## config.mk

```make
export PLATFORM = sky130hd
export DESIGN_NAME = mscb_config_bank
export DESIGN_NICKNAME = d
export VERILOG_FILES = /design/src/mscb_config_bank.v
export VERILOG_INCLUDE_DIRS = /design/src
export SDC_FILE = /design/constraint.sdc
export NUM_CORES = 1
export LEC_CHECK = 0
export BUFFER_PORTS_ARGS = -buffer_cell sky130_fd_sc_hd__buf_2
export CORE_ASPECT_RATIO = 1.2
export CORE_MARGIN = 2
export CORE_UTILIZATION = 40
export DETAILED_ROUTE_END_ITERATION = 10
export GPL_TIMING_DRIVEN = 0
export HOLD_SLACK_MARGIN = 0.05
export PLACE_DENSITY = 0.7
export SKIP_CTS_REPAIR_TIMING = 1
export SLEW_MARGIN = 30
export SYNTH_ARGS = -nofsm -noshare
export SYNTH_HDL_FRONTEND = slang
export SYNTH_HIERARCHICAL = 1
export SYNTH_SLANG_ARGS = --single-unit
```

## constraint.sdc

```tcl
create_clock -name clk_sys -period 3.9 [get_ports clk_sys]
set_clock_uncertainty 0.1 [all_clocks]
set_input_delay 0.585 -clock clk_sys [delete_from_list [all_inputs] [get_ports clk_sys]]
set_output_delay 0.585 -clock clk_sys [all_outputs]
set_load 0.03 [all_outputs]
```

## src/mscb_defines.vh

```
// mscb_defines.vh: offsets, field positions and reset values of the bank
// assumes: included by the bank module, byte addresses on a 32-bit apb bus
`ifndef MSCB_DEFINES_VH
`define MSCB_DEFINES_VH

// register indices, byte address is four times the index
`define MSCB_IDX_PWM_A_INV     8'h60
`define MSCB_IDX_PWM_B_INV     8'h61
`define MSCB_IDX_XTAL_CHOICE   8'h63
`define MSCB_IDX_LVD_DELAY     8'h65
`define MSCB_IDX_BROWNOUT      8'h66
`define MSCB_IDX_SERIAL_EXT    8'h67
`define MSCB_IDX_SPI_PINS      8'h68
`define MSCB_IDX_SPI_RXCLK     8'h69
`define MSCB_IDX_JUMP_KEY      8'h6A
`define MSCB_IDX_OFS_LOW       8'h6B
`define MSCB_IDX_OFS_HIGH      8'h6C

// writable field masks (reserved bits read zero)
`define MSCB_MASK_PWM          8'h1F
`define MSCB_MASK_BIT0         8'h01
`define MSCB_MASK_LVD          8'h03
`define MSCB_MASK_BROWNOUT     8'h0F
`define MSCB_MASK_SPI_PINS     8'h03

// brownout field positions
`define MSCB_BOR_DELAY_BIT     3
`define MSCB_BOR_VTH_MSB       2

// reset values
`define MSCB_RST_BYTE          8'h00
`define MSCB_RST_OFFSET        16'h0000

// spi pin group codes
`define MSCB_SPI_PORT_C        2'h1
`define MSCB_SPI_PORT_E        2'h2

// brownout threshold level codes driven out
`define MSCB_BOR_2V3           3'h0
`define MSCB_BOR_2V8           3'h1
`define MSCB_BOR_3V3           3'h2
`define MSCB_BOR_3V7           3'h3
`define MSCB_BOR_4V2           3'h4

// key sequences, five bytes each
`define MSCB_KEY_MAIN          40'hFF008855AA
`define MSCB_KEY_BOOT          40'h37C8429A65
`define MSCB_KEY_LEN           3'h5

`endif

```

## src/mscb_config_bank.v

```verilog
// mscb_config_bank.v: miscellaneous configuration register bank on apb
// assumes: one clock, synchronous reset, apb master holds its request
//
// The APB slave port was left to the implementer.
`timescale 1ns/1ps
`default_nettype none
`include "mscb_defines.vh"

// Contract
// - group a bits invert channels a..e
// - group b bits invert channels a..e
// - crystal bit set 4MHz, clear 32768Hz
// - two-bit low voltage delay, four settings
// - brownout bit 3 chooses delay one/two
// - threshold code maps to five trip levels
// - one bit widens uart divider to 12
// - spi pins: 01 C, 10 E, else G
// - master rx clock: internal or pad
// - main key sequence jumps to main space
// - boot key sequence jumps to boot space
// - key register reads last written byte
// - read-only 16-bit code offset, resets zero
module mscb_config_bank (
	input  wire        clk_sys,          // system clock
	input  wire        rst_b,            // sync reset, active low
	input  wire        psel,             // apb select
	input  wire        penable,          // apb access phase
	input  wire        pwrite,           // apb direction
	input  wire [11:0] paddr,            // apb byte address
	input  wire [31:0] pwdata,           // apb write data
	output reg  [31:0] prdata,           // apb read data
	output reg         pready,           // apb ready
	output reg         pslverr,          // apb error
	input  wire [15:0] code_offset_in,   // offset from flash boot logic
	output reg  [4:0]  pwm_a_invert,     // group a polarity
	output reg  [4:0]  pwm_b_invert,     // group b polarity
	output reg         xtal_fast,        // 1: 4MHz, 0: 32768Hz
	output reg  [1:0]  low_voltage_detector_delay, // delay setting
	output reg         brownout_delay2,  // 1: second delay
	output reg  [2:0]  brownout_level,   // 0..4 = 2.3..4.2 V
	output reg         serial_rate_wide, // 1: 12-bit divider
	output reg  [2:0]  spi_route,        // onehot: {G, E, C}
	output reg         spi_rx_internal,  // 1: internal master clock
	output reg         jump_main,        // pulse: enter main space
	output reg         jump_boot         // pulse: enter boot space
);

////////////////////////////////////////////////////////////////////////////
	wire [7:0]  pwm_a_reg;      // settings bytes, reserved bits zero
	wire [7:0]  pwm_b_reg;
	wire [7:0]  xtal_reg;
	wire [7:0]  lvd_reg;
	wire [7:0]  bor_reg;
	wire [7:0]  uart_reg;
	wire [7:0]  spi_pins_reg;
	wire [7:0]  spi_rxclk_reg;
	reg  [7:0]  key_reg;
	reg  [15:0] offset_reg;
	reg  [7:0]  rd_byte;
	reg         rd_hit;
	reg  [2:0]  bor_level_next;
	reg  [2:0]  spi_route_next;

	wire        access;
	wire        wr_en;
	wire        idx_ok;
	wire [9:0]  idx;
	wire [7:0]  wb;
	wire        key_wr;
	wire        main_done;      // main key completed by this write
	wire        boot_done;      // boot key completed by this write

	// apb decode: accept in the first access cycle, answer in the next
	assign access = psel & penable & ~pready;
	assign idx    = paddr[11:2];
	assign idx_ok = (paddr[1:0] == 2'h0) && (idx[9:8] == 2'h0);
	assign wr_en  = access & pwrite & idx_ok;
	assign wb     = pwdata[7:0];
	assign key_wr = wr_en && (idx[7:0] == `MSCB_IDX_JUMP_KEY);

////////////////////////////////////////////////////////////////////////////
	// read multiplexer, reserved bits stored as zero
	always @* begin
		rd_hit = 1'b1;
		case (idx[7:0])
		`MSCB_IDX_PWM_A_INV:   rd_byte = pwm_a_reg;
		`MSCB_IDX_PWM_B_INV:   rd_byte = pwm_b_reg;
		`MSCB_IDX_XTAL_CHOICE: rd_byte = xtal_reg;
		`MSCB_IDX_LVD_DELAY:   rd_byte = lvd_reg;
		`MSCB_IDX_BROWNOUT:    rd_byte = bor_reg;
		`MSCB_IDX_SERIAL_EXT:  rd_byte = uart_reg;
		`MSCB_IDX_SPI_PINS:    rd_byte = spi_pins_reg;
		`MSCB_IDX_SPI_RXCLK:   rd_byte = spi_rxclk_reg;
		`MSCB_IDX_JUMP_KEY:    rd_byte = key_reg;
		`MSCB_IDX_OFS_LOW:     rd_byte = offset_reg[7:0];
		`MSCB_IDX_OFS_HIGH:    rd_byte = offset_reg[15:8];
		default: begin
			rd_byte = `MSCB_RST_BYTE;
			rd_hit  = 1'b0;
		end
		endcase
		if (!idx_ok) begin
			rd_hit = 1'b0;
		end
	end

////////////////////////////////////////////////////////////////////////////
	// one matcher per key, both follow every key register write
	mscb_key_match #(
		.KEY     (`MSCB_KEY_MAIN)
	) u_mscb_key_match_main (
		.clk_sys (clk_sys),
		.rst_b   (rst_b),
		.key_wr  (key_wr),
		.wb      (wb),
		.done    (main_done)
	);

	mscb_key_match #(
		.KEY     (`MSCB_KEY_BOOT)
	) u_mscb_key_match_boot (
		.clk_sys (clk_sys),
		.rst_b   (rst_b),
		.key_wr  (key_wr),
		.wb      (wb),
		.done    (boot_done)
	);

////////////////////////////////////////////////////////////////////////////
	// decoded settings for the consumer blocks
	always @* begin
		case (bor_reg[`MSCB_BOR_VTH_MSB:0])
		3'h0, 3'h1: bor_level_next = `MSCB_BOR_2V3;
		3'h2:       bor_level_next = `MSCB_BOR_2V8;
		3'h3:       bor_level_next = `MSCB_BOR_3V3;
		3'h4:       bor_level_next = `MSCB_BOR_3V7;
		default:    bor_level_next = `MSCB_BOR_4V2;
		endcase
		case (spi_pins_reg[1:0])
		`MSCB_SPI_PORT_C: spi_route_next = 3'h1;
		`MSCB_SPI_PORT_E: spi_route_next = 3'h2;
		default:          spi_route_next = 3'h4;
		endcase
	end

////////////////////////////////////////////////////////////////////////////
	// settings bytes, each keeps only its writable bits
	mscb_cfg_byte #(
		.IDX     (`MSCB_IDX_PWM_A_INV),
		.MASK    (`MSCB_MASK_PWM)
	) u_mscb_cfg_byte_pwm_a (
		.clk_sys (clk_sys),
		.rst_b   (rst_b),
		.wr_en   (wr_en),
		.idx     (idx[7:0]),
		.wb      (wb),
		.q       (pwm_a_reg)
	);

	mscb_cfg_byte #(
		.IDX     (`MSCB_IDX_PWM_B_INV),
		.MASK    (`MSCB_MASK_PWM)
	) u_mscb_cfg_byte_pwm_b (
		.clk_sys (clk_sys),
		.rst_b   (rst_b),
		.wr_en   (wr_en),
		.idx     (idx[7:0]),
		.wb      (wb),
		.q       (pwm_b_reg)
	);

	mscb_cfg_byte #(
		.IDX     (`MSCB_IDX_XTAL_CHOICE),
		.MASK    (`MSCB_MASK_BIT0)
	) u_mscb_cfg_byte_xtal (
		.clk_sys (clk_sys),
		.rst_b   (rst_b),
		.wr_en   (wr_en),
		.idx     (idx[7:0]),
		.wb      (wb),
		.q       (xtal_reg)
	);

	mscb_cfg_byte #(
		.IDX     (`MSCB_IDX_LVD_DELAY),
		.MASK    (`MSCB_MASK_LVD)
	) u_mscb_cfg_byte_lvd (
		.clk_sys (clk_sys),
		.rst_b   (rst_b),
		.wr_en   (wr_en),
		.idx     (idx[7:0]),
		.wb      (wb),
		.q       (lvd_reg)
	);

	mscb_cfg_byte #(
		.IDX     (`MSCB_IDX_BROWNOUT),
		.MASK    (`MSCB_MASK_BROWNOUT)
	) u_mscb_cfg_byte_bor (
		.clk_sys (clk_sys),
		.rst_b   (rst_b),
		.wr_en   (wr_en),
		.idx     (idx[7:0]),
		.wb      (wb),
		.q       (bor_reg)
	);

	mscb_cfg_byte #(
		.IDX     (`MSCB_IDX_SERIAL_EXT),
		.MASK    (`MSCB_MASK_BIT0)
	) u_mscb_cfg_byte_uart (
		.clk_sys (clk_sys),
		.rst_b   (rst_b),
		.wr_en   (wr_en),
		.idx     (idx[7:0]),
		.wb      (wb),
		.q       (uart_reg)
	);

	mscb_cfg_byte #(
		.IDX     (`MSCB_IDX_SPI_PINS),
		.MASK    (`MSCB_MASK_SPI_PINS)
	) u_mscb_cfg_byte_spi_pins (
		.clk_sys (clk_sys),
		.rst_b   (rst_b),
		.wr_en   (wr_en),
		.idx     (idx[7:0]),
		.wb      (wb),
		.q       (spi_pins_reg)
	);

	mscb_cfg_byte #(
		.IDX     (`MSCB_IDX_SPI_RXCLK),
		.MASK    (`MSCB_MASK_BIT0)
	) u_mscb_cfg_byte_spi_rxclk (
		.clk_sys (clk_sys),
		.rst_b   (rst_b),
		.wr_en   (wr_en),
		.idx     (idx[7:0]),
		.wb      (wb),
		.q       (spi_rxclk_reg)
	);

	// key byte, offset copy and apb answer
	always @(posedge clk_sys) begin
		if (!rst_b) begin
			key_reg    <= `MSCB_RST_BYTE;
			offset_reg <= `MSCB_RST_OFFSET;
			prdata     <= 32'h00000000;
			pready     <= 1'b0;
			pslverr    <= 1'b0;
			jump_main  <= 1'b0;
			jump_boot  <= 1'b0;
		end else begin
			pready     <= access;
			pslverr    <= access & ~rd_hit;
			prdata     <= (access & ~pwrite) ? {24'h000000, rd_byte}
				: 32'h00000000;
			offset_reg <= code_offset_in;
			jump_main  <= main_done;
			jump_boot  <= boot_done;
			if (key_wr) begin
				key_reg <= wb;
			end
		end
	end

	// settings driven from flops, one cycle behind the registers
	always @(posedge clk_sys) begin
		if (!rst_b) begin
			pwm_a_invert               <= 5'h00;
			pwm_b_invert               <= 5'h00;
			xtal_fast                  <= 1'b0;
			low_voltage_detector_delay <= 2'h0;
			brownout_delay2            <= 1'b0;
			brownout_level             <= `MSCB_BOR_2V3;
			serial_rate_wide           <= 1'b0;
			spi_route                  <= 3'h4;
			spi_rx_internal            <= 1'b0;
		end else begin
			pwm_a_invert               <= pwm_a_reg[4:0];
			pwm_b_invert               <= pwm_b_reg[4:0];
			xtal_fast                  <= xtal_reg[0];
			low_voltage_detector_delay <= lvd_reg[1:0];
			brownout_delay2 <= bor_reg[`MSCB_BOR_DELAY_BIT];
			brownout_level             <= bor_level_next;
			serial_rate_wide           <= uart_reg[0];
			spi_route                  <= spi_route_next;
			spi_rx_internal            <= spi_rxclk_reg[0];
		end
	end

endmodule

////////////////////////////////////////////////////////////////////////////
// one masked settings byte: reserved bits stay zero whatever is written
module mscb_cfg_byte #(
	parameter [7:0] IDX  = 8'h00, // register index it answers to
	parameter [7:0] MASK = 8'hFF  // writable bits
) (
	input  wire       clk_sys,    // system clock
	input  wire       rst_b,      // sync reset, active low
	input  wire       wr_en,      // accepted apb write
	input  wire [7:0] idx,        // register index of the write
	input  wire [7:0] wb,         // byte written
	output reg  [7:0] q           // stored value
);

	// a write takes only the writable bits
	always @(posedge clk_sys) begin
		if (!rst_b) begin
			q <= `MSCB_RST_BYTE;
		end else if (wr_en && (idx == IDX)) begin
			q <= wb & MASK;
		end
	end

endmodule

////////////////////////////////////////////////////////////////////////////
// key matcher: follows one five-byte sequence on the key register
module mscb_key_match #(
	parameter [39:0] KEY = `MSCB_KEY_MAIN // first byte in the top bits
) (
	input  wire       clk_sys,    // system clock
	input  wire       rst_b,      // sync reset, active low
	input  wire       key_wr,     // accepted write to the key register
	input  wire [7:0] wb,         // byte written
	output wire       done        // this write ends the sequence
);

	reg  [2:0] cnt_reg;           // key bytes matched so far
	reg  [2:0] cnt_next;          // count after this write
	reg  [7:0] exp_byte;          // byte that continues the sequence
	wire       hit;               // written byte continues the sequence
	wire       last;              // all but the final byte matched

	// continuation test and end of sequence
	assign hit  = key_wr && (wb == exp_byte);
	assign last = (cnt_reg == (`MSCB_KEY_LEN - 3'h1));
	assign done = hit && last;

	// expected byte, the key is sent from its top byte down
	always @* begin
		case (cnt_reg)
		3'h0:    exp_byte = KEY[39:32];
		3'h1:    exp_byte = KEY[31:24];
		3'h2:    exp_byte = KEY[23:16];
		3'h3:    exp_byte = KEY[15:8];
		default: exp_byte = KEY[7:0];
		endcase
	end

	// a wrong byte restarts the match; one equal to the opening byte
	// counts as byte one so that a repeated opening is not lost
	always @* begin
		cnt_next = cnt_reg;
		if (done) begin
			cnt_next = 3'h0;
		end else if (hit) begin
			cnt_next = cnt_reg + 3'h1;
		end else if (key_wr && (wb == KEY[39:32])) begin
			cnt_next = 3'h1;
		end else if (key_wr) begin
			cnt_next = 3'h0;
		end
	end

	// matched count
	always @(posedge clk_sys) begin
		if (!rst_b) begin
			cnt_reg <= 3'h0;
		end else begin
			cnt_reg <= cnt_next;
		end
	end

endmodule
`default_nettype wire

```

==> results of run 1 <==
layout make-up:
class                   count  area [um^2]  share of cell area [%]
multi-input cells         437         2850                    46.7
flip-flops and latches     85         1700                    27.8
plain buffers              94          652                    10.7
repair buffers             74          370                    6.05
clock buffers              11          253                    4.13
well taps                 161          201                    3.29
inverters                  14         52.6                   0.859
clock inverters             4         32.5                   0.532
metal layers:
metal  track usage (%)  routed length (um)  vias up
li1                  -                   -     2162
met4              8.86                 355        0
met1              24.1                5810     2005
met3              2.96                 669       25
met2              35.2                6600      147
met5                 0                   0        -
logic make-up (layout without fill, tap and decap cells):
logic type                 count (synthesis)  count (layout)
and+or+nand+nor                          221             221
buffers and inverters                    108             197
AOI/OAI and AO/OA                         87              87
DFF                                       85              85
muxes                                     48              48
adders and majority gates                 11              11
other                                      9              67
xor gates and xnor gates                   3               3
worst min-delay path by stage:
stage / slack [ns] / startpoint / end
floorplan: 0.34 / u_mscb_cfg_byte_lvd/q[1] / u_mscb_cfg_byte_lvd/q[1]
global placement: 0.35 / u_mscb_cfg_byte_pwm_b/q[3] / u_mscb_cfg_byte_pwm_b/q[3]
detailed placement: 0.37 / u_mscb_cfg_byte_spi_rxclk/q[0] / u_mscb_cfg_byte_spi_rxclk/q[0]
CTS: 0.35 / code_offset_in[2] / offset_reg[2]
global route: 0.35 / code_offset_in[9] / offset_reg[9]
finish: 0.35 / code_offset_in[2] / offset_reg[2]
Yosys cell counts (2+ instances only):
| master | n | area [um^2] |
|---|---|---|
| dfxtp_1 | 85 | 1700 |
| buf_4 | 69 | 518 |
| nand2_1 | 65 | 244 |
| mux2i_1 | 41 | 410 |
| and2_1 | 38 | 238 |
| a21oi_1 | 19 | 95.1 |
| nor2_1 | 17 | 63.8 |
| o21ai_0 | 16 | 80.1 |
| inv_1 | 14 | 52.6 |
| nor2b_1 | 14 | 87.6 |
| a31oi_1 | 13 | 81.3 |
| nand3_1 | 13 | 65.1 |
| clkbuf_1 | 12 | 45.0 |
| ha_1 | 11 | 138 |
| nor3_1 | 11 | 55.1 |
| conb_1 | 9 | 33.8 |
| nand4b_1 | 8 | 70.1 |
| buf_2 | 7 | 35.0 |
| mux2_2 | 7 | 78.8 |
| a32oi_1 | 6 | 52.6 |
| and3_1 | 5 | 31.3 |
| nor3b_1 | 5 | 37.5 |
| a22o_1 | 4 | 35.0 |
| a22oi_1 | 4 | 30.0 |
| buf_6 | 4 | 45.0 |
| nor4_1 | 4 | 25.0 |
| nand3b_1 | 3 | 22.5 |
| nor4b_1 | 3 | 26.3 |
| or2_2 | 3 | 18.8 |
| or3_1 | 3 | 18.8 |
| a2111oi_0 | 2 | 17.5 |
| a221oi_1 | 2 | 17.5 |
| a221oi_2 | 2 | 30.0 |
| and2b_1 | 2 | 15.0 |
| and4bb_1 | 2 | 25.0 |
| and4bb_4 | 2 | 32.5 |
| nand4_1 | 2 | 12.5 |
| nor4_4 | 2 | 42.5 |
| o21bai_1 | 2 | 15.0 |
| o221a_1 | 2 | 22.5 |
| or3_4 | 2 | 22.5 |
| xnor2_1 | 2 | 17.5 |
worst reg2reg max path: stages (launching register included):
cell and delay (ns):
dfxtp_1 0.30, and3b_1 0.22, and3_1 0.52, and3_1 0.53
o21ai_0 0.27, a2111oi_0 0.53, o221a_1 0.25
power breakdown:
group / internal [mW] / total [mW] / switching, mW
Clock: 0.466 / 0.817 / 0.351
Sequential: 0.878 / 0.882 / 0.00392
Combinational: 0.109 / 0.262 / 0.153
==> results.py, run 1 <==
metrics = {
    "cells_and_area": {
        "post-route-util_pct": 50.1,
        "fillers": 1218,
        "area_growth_pct": 21.3,
        "nets": 791,
        "largest_reg_flops": 16,
        "drive_gt1_share_pct": 27.5,
        "layoutNonFillerInstCount": 880,
        "final_cell_mix": "85 x dfxtp_1, 81 x buf_2, 69 x buf_4, 67 x conb_1, 65 x nand2_1",
        "final_area_mm2": 0.00612,
        "layout_commonest_cell": "dfxtp_1",
        "num_antenna_cells": 0,
    },
    "global_route": {
        "grt_pass1_vias": 4189,
        "grt_max_degree": 31,
        "grt_pass1_wl_mm": 21.2,
        "grt.total_usage_pct": 20.0,
        "antenna_found_initial": 0,
        "grt.overflow.total": 0,
    },
    "sta": {
        "whs_ns": 0.349,
        "setup_ws_ns": 0.888,
        "slew_viol_final": 0,
        "tightest_slew_ns": 0.634,
        "setup-violations-final": 0,
        "fin_crit_sh_pct": 77.2,
        "max_slew_margin_pct": 57.2,
        "hold_viol": 0,
        "rsz0062_at_grt": "no",
        "timing.fmax_mhz": 332,
        "finalSetupTns_ns": 0,
        "fin_crit_ns": 3.01,
    },
    "pwr": {
        "p_leak_nw": 2.70,
        "p_total_mw": 1.96,
        "ir_worst_vdd_uv": 229,
        "power_density_mw_per_mm2": 321,
    },
    "critical_path": {
        "critPathKind": "in2reg",
        "path_cells": "buf_2 -> nor4_1 -> and3_1 -> and3_1 -> o21ai_0 -> a2111oi_0 -> o221a_1",
        "path_delay_family": "simple AND/OR/NAND/NOR gates",
        "crit_required_ns": 4.08,
        "endpoint": "u_mscb_key_match_main/cnt_reg[2]",
        "crit_path_max_fanout": 10,
        "critPathLaunch": "paddr[1]",
        "path_buf_inv": 1,
        "slowest_stage": "and3_1",
        "worstReg2RegEnd": "u_mscb_key_match_main/cnt_reg[2]",
        "path_common_cell": "and3_1",
        "slowest_delay_ns": 0.58,
        "critPathCaptureType": "register",
        "r2r_slack_ns": 1.12,
        "startpoint_type": "primary input",
        "reg2reg_from": "pready",
        "critPathArrivalTime_ns": 3.19,
        "cp.depth": 7,
        "reg2reg_depth": 6,
    },
    "synth": {
        "avgSynthCellArea_um2": 8.82,
        "ys_types": 77,
        "syn-cell-area_mm2": 0.00504,
        "ys.flop_type": "dfxtp_1",
        "synthAdderAreaFrac_pct": 2.73,
        "synth_edf_count": 0,
        "synth_compound_area_share_pct": 12.2,
        "ys_ff_latch": 85,
        "ys_seq_area_share_pct": 33.7,
        "synth-xor-area-share_pct": 0.521,
        "synthCells": 572,
        "yosysWarnings": 6,
        "async_flop_share_pct": 0,
        "synth_top_family_by_area": "simple AND/OR/NAND/NOR gates",
        "synth-simple-area-share_pct": 26.4,
        "synth_mux_area_share_pct": 9.70,
    },
    "clock_network": {
        "cts_tree": "yes",
        "clkLatencyLatePin_ns": 0.34,
        "cts_max_level": 3,
        "path_clk_slew_ns": 0.06,
        "cts_root_buffer": "clkbuf_16",
        "numCtsBuffers": 9,
        "numClockSinks": 85,
        "clockBufferDepth": 2,
    },
    "hold_path": {
        "holdPathStages": 2,
        "min_path_type": "in2reg",
    },
    "drt": {
        "drc": 0,
        "num_vias": 4339,
        "wirelength_mm": 13.4,
        "drt_iter0_drc": 227,
        "drtAntennaViolNets": 0,
        "dr.pass1.iters": 7,
        "vias_per_cell": 4.93,
        "wl_per_cell_um": 15.3,
    },
    "floorplan": {
        "die-height_um": 127,
        "ios": 123,
        "initial_core_util_pct": 41.3,
        "die_w_um": 106,
        "core_mm2": 0.0122,
        "row_count": 44,
        "die_area_mm2": 0.0135,
    },
    "place": {
        "place_inst": 865,
        "gp_congestion": 0.943,
        "dp_hpwl_mm": 10.2,
        "dpl_cell_area_mm2": 0.00583,
        "io_buffers": 74,
        "pre_cts_ws_ns": 0.647,
    },
    "run": {
        "max-cap-violations": 0,
    },
    "run_status": {
        "outcome": "finished clean",
    },
}
Note: power is estimated with default switching activity, not from simulation.
==> run 2, diff against run 1 <==
--- a/config.mk
+++ b/config.mk
@@ -13,7 +13,7 @@
 export DETAILED_ROUTE_END_ITERATION = 10
 export GPL_TIMING_DRIVEN = 0
 export HOLD_SLACK_MARGIN = 0.05
-export PLACE_DENSITY = 0.7
+export PLACE_DENSITY = 0.72
 export SKIP_CTS_REPAIR_TIMING = 1
 export SLEW_MARGIN = 30
 export SYNTH_ARGS = -nofsm -noshare
==> constraint.sdc (replaced) <==
create_clock -name clk_sys -period 2.5 [get_ports clk_sys]
set_clock_uncertainty 0.1 [all_clocks]
set_input_delay 0.375 -clock clk_sys [delete_from_list [all_inputs] [get_ports clk_sys]]
set_output_delay 0.375 -clock clk_sys [all_outputs]
set_load 0.03 [all_outputs]
==> run 2 against run 1 <==
Wire length is 0.89% higher. Non-clock buffer count shrank 1. Global-route usage is 0.38 points higher. Hold slack worse by 0.21 ns. Clock-buffer cell count did not move. Register-to-register slack worse by 1.0 ns. Combinational power up 58%. Utilization rose by 0.63 points. Critical path depth is the same. Power up 60%. First-iteration DRC count fell by 8.8%. Critical path type is now reg2reg. Critical endpoint is now u_mscb_key_match_boot/cnt_reg[1]. Largest cell class unchanged. Highest routed layer unchanged.
==> results.py, run 2 (synthesis results as in run 1) <==
metrics = {
    "drt": {
        "wl_per_cell_um": 15.4,
        "dr.pass1.iters": 5,
        "vias_per_cell": 4.94,
        "num_vias": 4338,
        "drc": 0,
        "wirelength_mm": 13.6,
        "drt_iter0_drc": 207,
        "drtAntennaViolNets": 0,
    },
    "critical_path": {
        "critPathArrivalTime_ns": 2.56,
        "crit_path_max_fanout": 4,
        "crit_required_ns": 2.67,
        "critPathCaptureType": "register",
        "startpoint_type": "register",
        "critPathKind": "reg2reg",
    },
    "sta": {
        "setup-violations-final": 0,
        "setup_ws_ns": 0.104,
        "rsz0062_at_grt": "no",
        "timing.fmax_mhz": 417,
        "tightest_slew_ns": 0.854,
        "max_slew_margin_pct": 42.4,
        "slew_viol_final": 0,
        "fin_crit_ns": 2.40,
        "whs_ns": 0.135,
        "fin_crit_sh_pct": 95.8,
        "hold_viol": 0,
    },
    "place": {
        "dpl_cell_area_mm2": 0.00583,
        "gp_congestion": 0.926,
        "place_inst": 865,
        "pre_cts_ws_ns": -0.522,
        "io_buffers": 74,
        "dp_hpwl_mm": 10.1,
    },
    "hold_path": {
        "min_path_type": "in2reg",
    },
    "cells_and_area": {
        "fillers": 1186,
        "nets": 790,
        "layoutNonFillerInstCount": 879,
        "num_antenna_cells": 0,
        "final_cell_mix": "82 x dfxtp_1, 80 x buf_2, 69 x buf_4, 67 x conb_1, 65 x nand2_1",
        "multi_input_area_mm2": 0.00291,
        "largest_reg_flops": 16,
        "ff_latch_area_mm2": 0.00171,
        "drive_gt1_share_pct": 29.0,
        "area_growth_pct": 22.9,
        "layout_commonest_cell": "dfxtp_1",
        "final_area_mm2": 0.00619,
    },
    "pwr": {
        "ir_worst_vdd_uv": 367,
        "combinationalPowerShare_pct": 13.2,
        "seq_power_share_pct": 43.9,
        "p_clk_share_pct": 42.9,
        "switching_share_pct": 24.7,
        "power.internal_mw": 2.36,
        "p_total_mw": 3.14,
        "p_leak_nw": 2.72,
        "power_density_mw_per_mm2": 506,
        "switchingPower_uw": 774,
    },
    "clock_network": {
        "cts_max_level": 3,
        "path_clk_slew_ns": 0.07,
        "cts_root_buffer": "clkbuf_16",
        "numClockSinks": 85,
        "cts_tree": "yes",
        "clkLatencyLatePin_ns": 0.34,
        "numCtsBuffers": 9,
        "clockBufferDepth": 2,
    },
    "global_route": {
        "grt-busiest-layer": "met2",
        "met2_usage_pct": 35.5,
        "grt_max_degree": 31,
        "grt.overflow.total": 0,
        "grt_use_met3_pct": 3.32,
        "grt_pass1_wl_mm": 21.5,
        "grt_pass1_vias": 4179,
        "antenna_found_initial": 0,
        "grt.total_usage_pct": 20.4,
        "grtUsageMet1_pct": 25.1,
    },
    "run": {
        "max-cap-violations": 0,
    },
    "floorplan": {
        "die_w_um": 106,
        "ios": 123,
        "core_mm2": 0.0122,
        "die_area_mm2": 0.0135,
        "die-height_um": 127,
        "row_count": 44,
        "initial_core_util_pct": 41.3,
    },
    "run_status": {
        "outcome": "finished clean",
    },
}
-- run 2: cell types whose count changed in the layout (fill, tap and decap cells not counted), sizes merged --
cell	change
clkinvlp	-1
inv	-1
bufinv	+1
clkinv	+1
buf	-1
-- run 2: power groups by stage --
stage	clock network [mW]	registers, mW	logic, mW
floorplan	0	1.41	0.279
global placement	0	1.41	0.394
detailed placement	0	1.41	0.399
CTS	1.36	1.38	0.400
global route	1.42	1.38	0.452
finish	1.34	1.38	0.415
-- run 2: stage by stage --
| stage | util, % | setup TNS [ns] |
|---|---|---|
| CTS | 50.2 | -0.586 |
| detailed placement | 47.7 | -3.00 |
| global placement | 47.7 | -2.27 |
| global route | 50.7 | 0 |
| finish | 50.7 | 0 |
| floorplan | - | 0 |
-- run 2: layer usage --
metal / up-vias / share of wire (%)
met1: 1998 / 43
met3: 21 / 5.1
li1: 2162 / -
met4: 0 / 2.4
met2: 157 / 49
met5: - / 0
-- run 2: final cells by class --
type / count / area share (%)
multi-input cells: 437 / 47.0
flip-flops and latches: 85 / 27.5
plain buffers: 93 / 10.5
repair buffers: 74 / 6.02
clock buffers: 11 / 4.08
well taps: 161 / 3.25
inverters: 14 / 0.848
clock inverters: 4 / 0.768
-- run 2: worst paths after layout --
kind | startpoint | end | slack (ns) | cells past startpoint
worst max-delay path | u_mscb_key_match_boot/cnt_reg[0] | u_mscb_key_match_boot/cnt_reg[1] | 0.10 | 7
worst min-delay path | code_offset_in[15] | offset_reg[15] | 0.13 | 2
worst max register to register | u_mscb_key_match_boot/cnt_reg[0] | u_mscb_key_match_boot/cnt_reg[1] | 0.10 | 7
worst min register to register | u_mscb_cfg_byte_spi_rxclk/q[0] | u_mscb_cfg_byte_spi_rxclk/q[0] | 0.37 | 2
-- run 2: worst max-delay path, cell delays in order (launching register included) --
cell	delay (ns)
dfxtp_2	0.37
inv_1	0.09
ha_1	0.22
or3_4	0.38
a2111oi_4	0.35
a311oi_4	0.11
or4b_1	0.55
a21oi_1	0.14
==> run 3, diff against run 2 <==
--- a/config.mk
+++ b/config.mk
@@ -9,12 +9,13 @@
 export BUFFER_PORTS_ARGS = -buffer_cell sky130_fd_sc_hd__buf_2
 export CORE_ASPECT_RATIO = 1.2
 export CORE_MARGIN = 2
-export CORE_UTILIZATION = 40
+export CORE_UTILIZATION = 45
 export DETAILED_ROUTE_END_ITERATION = 10
 export GPL_TIMING_DRIVEN = 0
 export HOLD_SLACK_MARGIN = 0.05
-export PLACE_DENSITY = 0.72
+export PLACE_DENSITY = 0.79
 export SKIP_CTS_REPAIR_TIMING = 1
+export SKIP_LAST_GASP = 1
 export SLEW_MARGIN = 30
 export SYNTH_ARGS = -nofsm -noshare
 export SYNTH_HDL_FRONTEND = slang
==> constraint.sdc (replaced) <==
create_clock -name clk_sys -period 2.5 [get_ports clk_sys]
set_clock_uncertainty 0.1 [all_clocks]
set_input_delay 0 -clock clk_sys [delete_from_list [all_inputs] [get_ports clk_sys]]
set_output_delay 0 -clock clk_sys [all_outputs]
set_load 0.03 [all_outputs]
==> run 3 against run 2 <==
Clock-buffer cell count fell by 2. Via count rose by 4.2%. Cell area rose by 5.2%. Register-to-register slack got worse by 0.05 ns. Clock power rose by 16%.
==> results.py, run 3 (synthesis results as in run 1) <==
metrics = {
    "sta": {
        "timing.fmax_mhz": 409,
        "setup_ws_ns": 0.0577,
        "slew_viol_final": 0,
        "fin_crit_sh_pct": 97.7,
        "hold_viol": 0,
        "tightest_slew_ns": 0.577,
        "setup-violations-final": 0,
        "max_slew_margin_pct": 61.0,
        "fin_crit_ns": 2.44,
        "whs_ns": 0.0329,
    },
    "place": {
        "dp_hpwl_mm": 9.92,
        "pre_cts_ws_ns": -0.145,
        "gp_congestion": 0.942,
        "io_buffers": 74,
    },
    "drt": {
        "drc": 0,
        "dr.pass1.iters": 5,
        "num_vias": 4519,
        "drtAntennaViolNets": 0,
        "wl_per_cell_um": 15.5,
        "drt_iter0_drc": 246,
        "vias_per_cell": 5.11,
        "wirelength_mm": 13.7,
    },
    "hold_path": {
        "holdPathStages": 3,
        "hp-start": "paddr[5]",
        "min_path_type": "in2reg",
        "worstHoldEndpoint": "u_mscb_cfg_byte_xtal/q[0]",
    },
    "critical_path": {
        "reg2reg_from": "u_mscb_key_match_boot/cnt_reg[0]",
        "r2r_slack_ns": 0.06,
        "reg2reg_depth": 7,
        "startpoint_type": "register",
        "crit_required_ns": 2.67,
        "critPathKind": "reg2reg",
        "worstReg2RegEnd": "u_mscb_key_match_boot/cnt_reg[1]",
        "critPathArrivalTime_ns": 2.61,
        "crit_path_max_fanout": 4,
        "critPathCaptureType": "register",
    },
    "clock_network": {
        "cts_tree": "yes",
        "cts_max_level": 3,
        "clkLatencyLatePin_ns": 0.35,
        "path_clk_slew_ns": 0.06,
        "numClockSinks": 85,
        "clockBufferDepth": 2,
        "numCtsBuffers": 9,
        "cts_root_buffer": "clkbuf_16",
    },
    "floorplan": {
        "core_mm2": 0.0110,
        "die_area_mm2": 0.0121,
        "die-height_um": 120,
        "row_count": 42,
        "initial_core_util_pct": 45.9,
        "die_w_um": 101,
        "ios": 123,
    },
    "pwr": {
        "p_leak_nw": 2.89,
        "power_density_mw_per_mm2": 518,
        "ir_worst_vdd_uv": 321,
    },
    "global_route": {
        "grt.overflow.total": 0,
        "grt.total_usage_pct": 22.1,
        "antenna_found_initial": 0,
        "grt_pass1_wl_mm": 20.5,
        "grt_pass1_vias": 4198,
        "grt_max_degree": 31,
    },
    "cells_and_area": {
        "drive_gt1_share_pct": 27.5,
        "nets": 824,
        "num_antenna_cells": 0,
        "final_cell_mix": "82 x dfxtp_1, 81 x buf_2, 70 x buf_4, 67 x conb_1, 65 x nand2_1",
        "largest_reg_flops": 16,
        "ff_latch_area_mm2": 0.00171,
        "layout_commonest_cell": "dfxtp_1",
        "multi_input_area_mm2": 0.00289,
        "area_growth_pct": 29.2,
        "fillers": 967,
    },
    "run_status": {
        "outcome": "finished clean",
    },
    "run": {
        "max-cap-violations": 0,
    },
}
-- run 3: cell count changes in the layout (fill, tap and decap cells not counted), sizes merged --
cell	delta
clkinvlp	-1
clkbuf	-3
inv	+2
bufinv	+2
buf	+2
dlygate4sd3	+33
-- run 3: area by class of cell --
class,count,area share (%)
well taps,132,2.54
inverters,14,0.807
plain buffers,93,9.95
multi-input cells,437,44.3
clock inverters,7,1.86
clock buffers,9,3.46
flip-flops and latches,85,26.2
repair buffers,108,10.9
-- run 3: report_power, final --
part	switching (mW)	leakage, nW	total (mW)	internal (mW)
clock network	0.564	0.170	1.55	0.983
logic	0.246	2.02	0.452	0.206
registers	0.00654	0.691	1.37	1.37
total	0.817	2.89	3.37	2.56
-- run 3: how the worst max path moves through the flow --
stage | from | to
2_1_floorplan | pready | u_mscb_key_match_main/cnt_reg[1]
3_3_place_gp | pready | u_mscb_key_match_main/cnt_reg[1]
3_5_place_dp | paddr[1] | u_mscb_key_match_main/cnt_reg[1]
4_1_cts | pready | u_mscb_key_match_main/cnt_reg[1]
5_1_grt | u_mscb_key_match_boot/cnt_reg[1] | u_mscb_key_match_boot/cnt_reg[1]
6_report | u_mscb_key_match_boot/cnt_reg[0] | u_mscb_key_match_boot/cnt_reg[1]
-- run 3: through the flow --
stage          total power [mW]  utilization (%)  instances  area [um^2]  setup TNS (ns)
2_1_floorplan              1.68                -        630         5260               0
3_3_place_gp               1.80             52.8        836         5800         -0.0524
3_5_place_dp               1.80             52.8        836         5800          -0.264
4_1_cts                    3.34             55.9        852         6140          -0.374
5_1_grt                    3.49             59.3        885         6510        -0.00641
6_report                   3.37             59.3        885         6510               0
-- run 3: per-layer routing --
layer | vias up | wire length [um] | track usage (%)
li1 | 2231 | - | -
met1 | 2122 | 5680 | 25.6
met2 | 142 | 7040 | 38.8
met3 | 24 | 596 | 4.78
met4 | 0 | 363 | 9.25
met5 | - | 0 | 0
-- run 3: critical path, cell delays in order (launching register included) --
cell and delay, ns:
dfxtp_2 0.37, inv_1 0.09, ha_1 0.23, or3_4 0.38, a2111oi_4 0.39, a311oi_2 0.12
or4b_1 0.55, a21oi_1 0.15
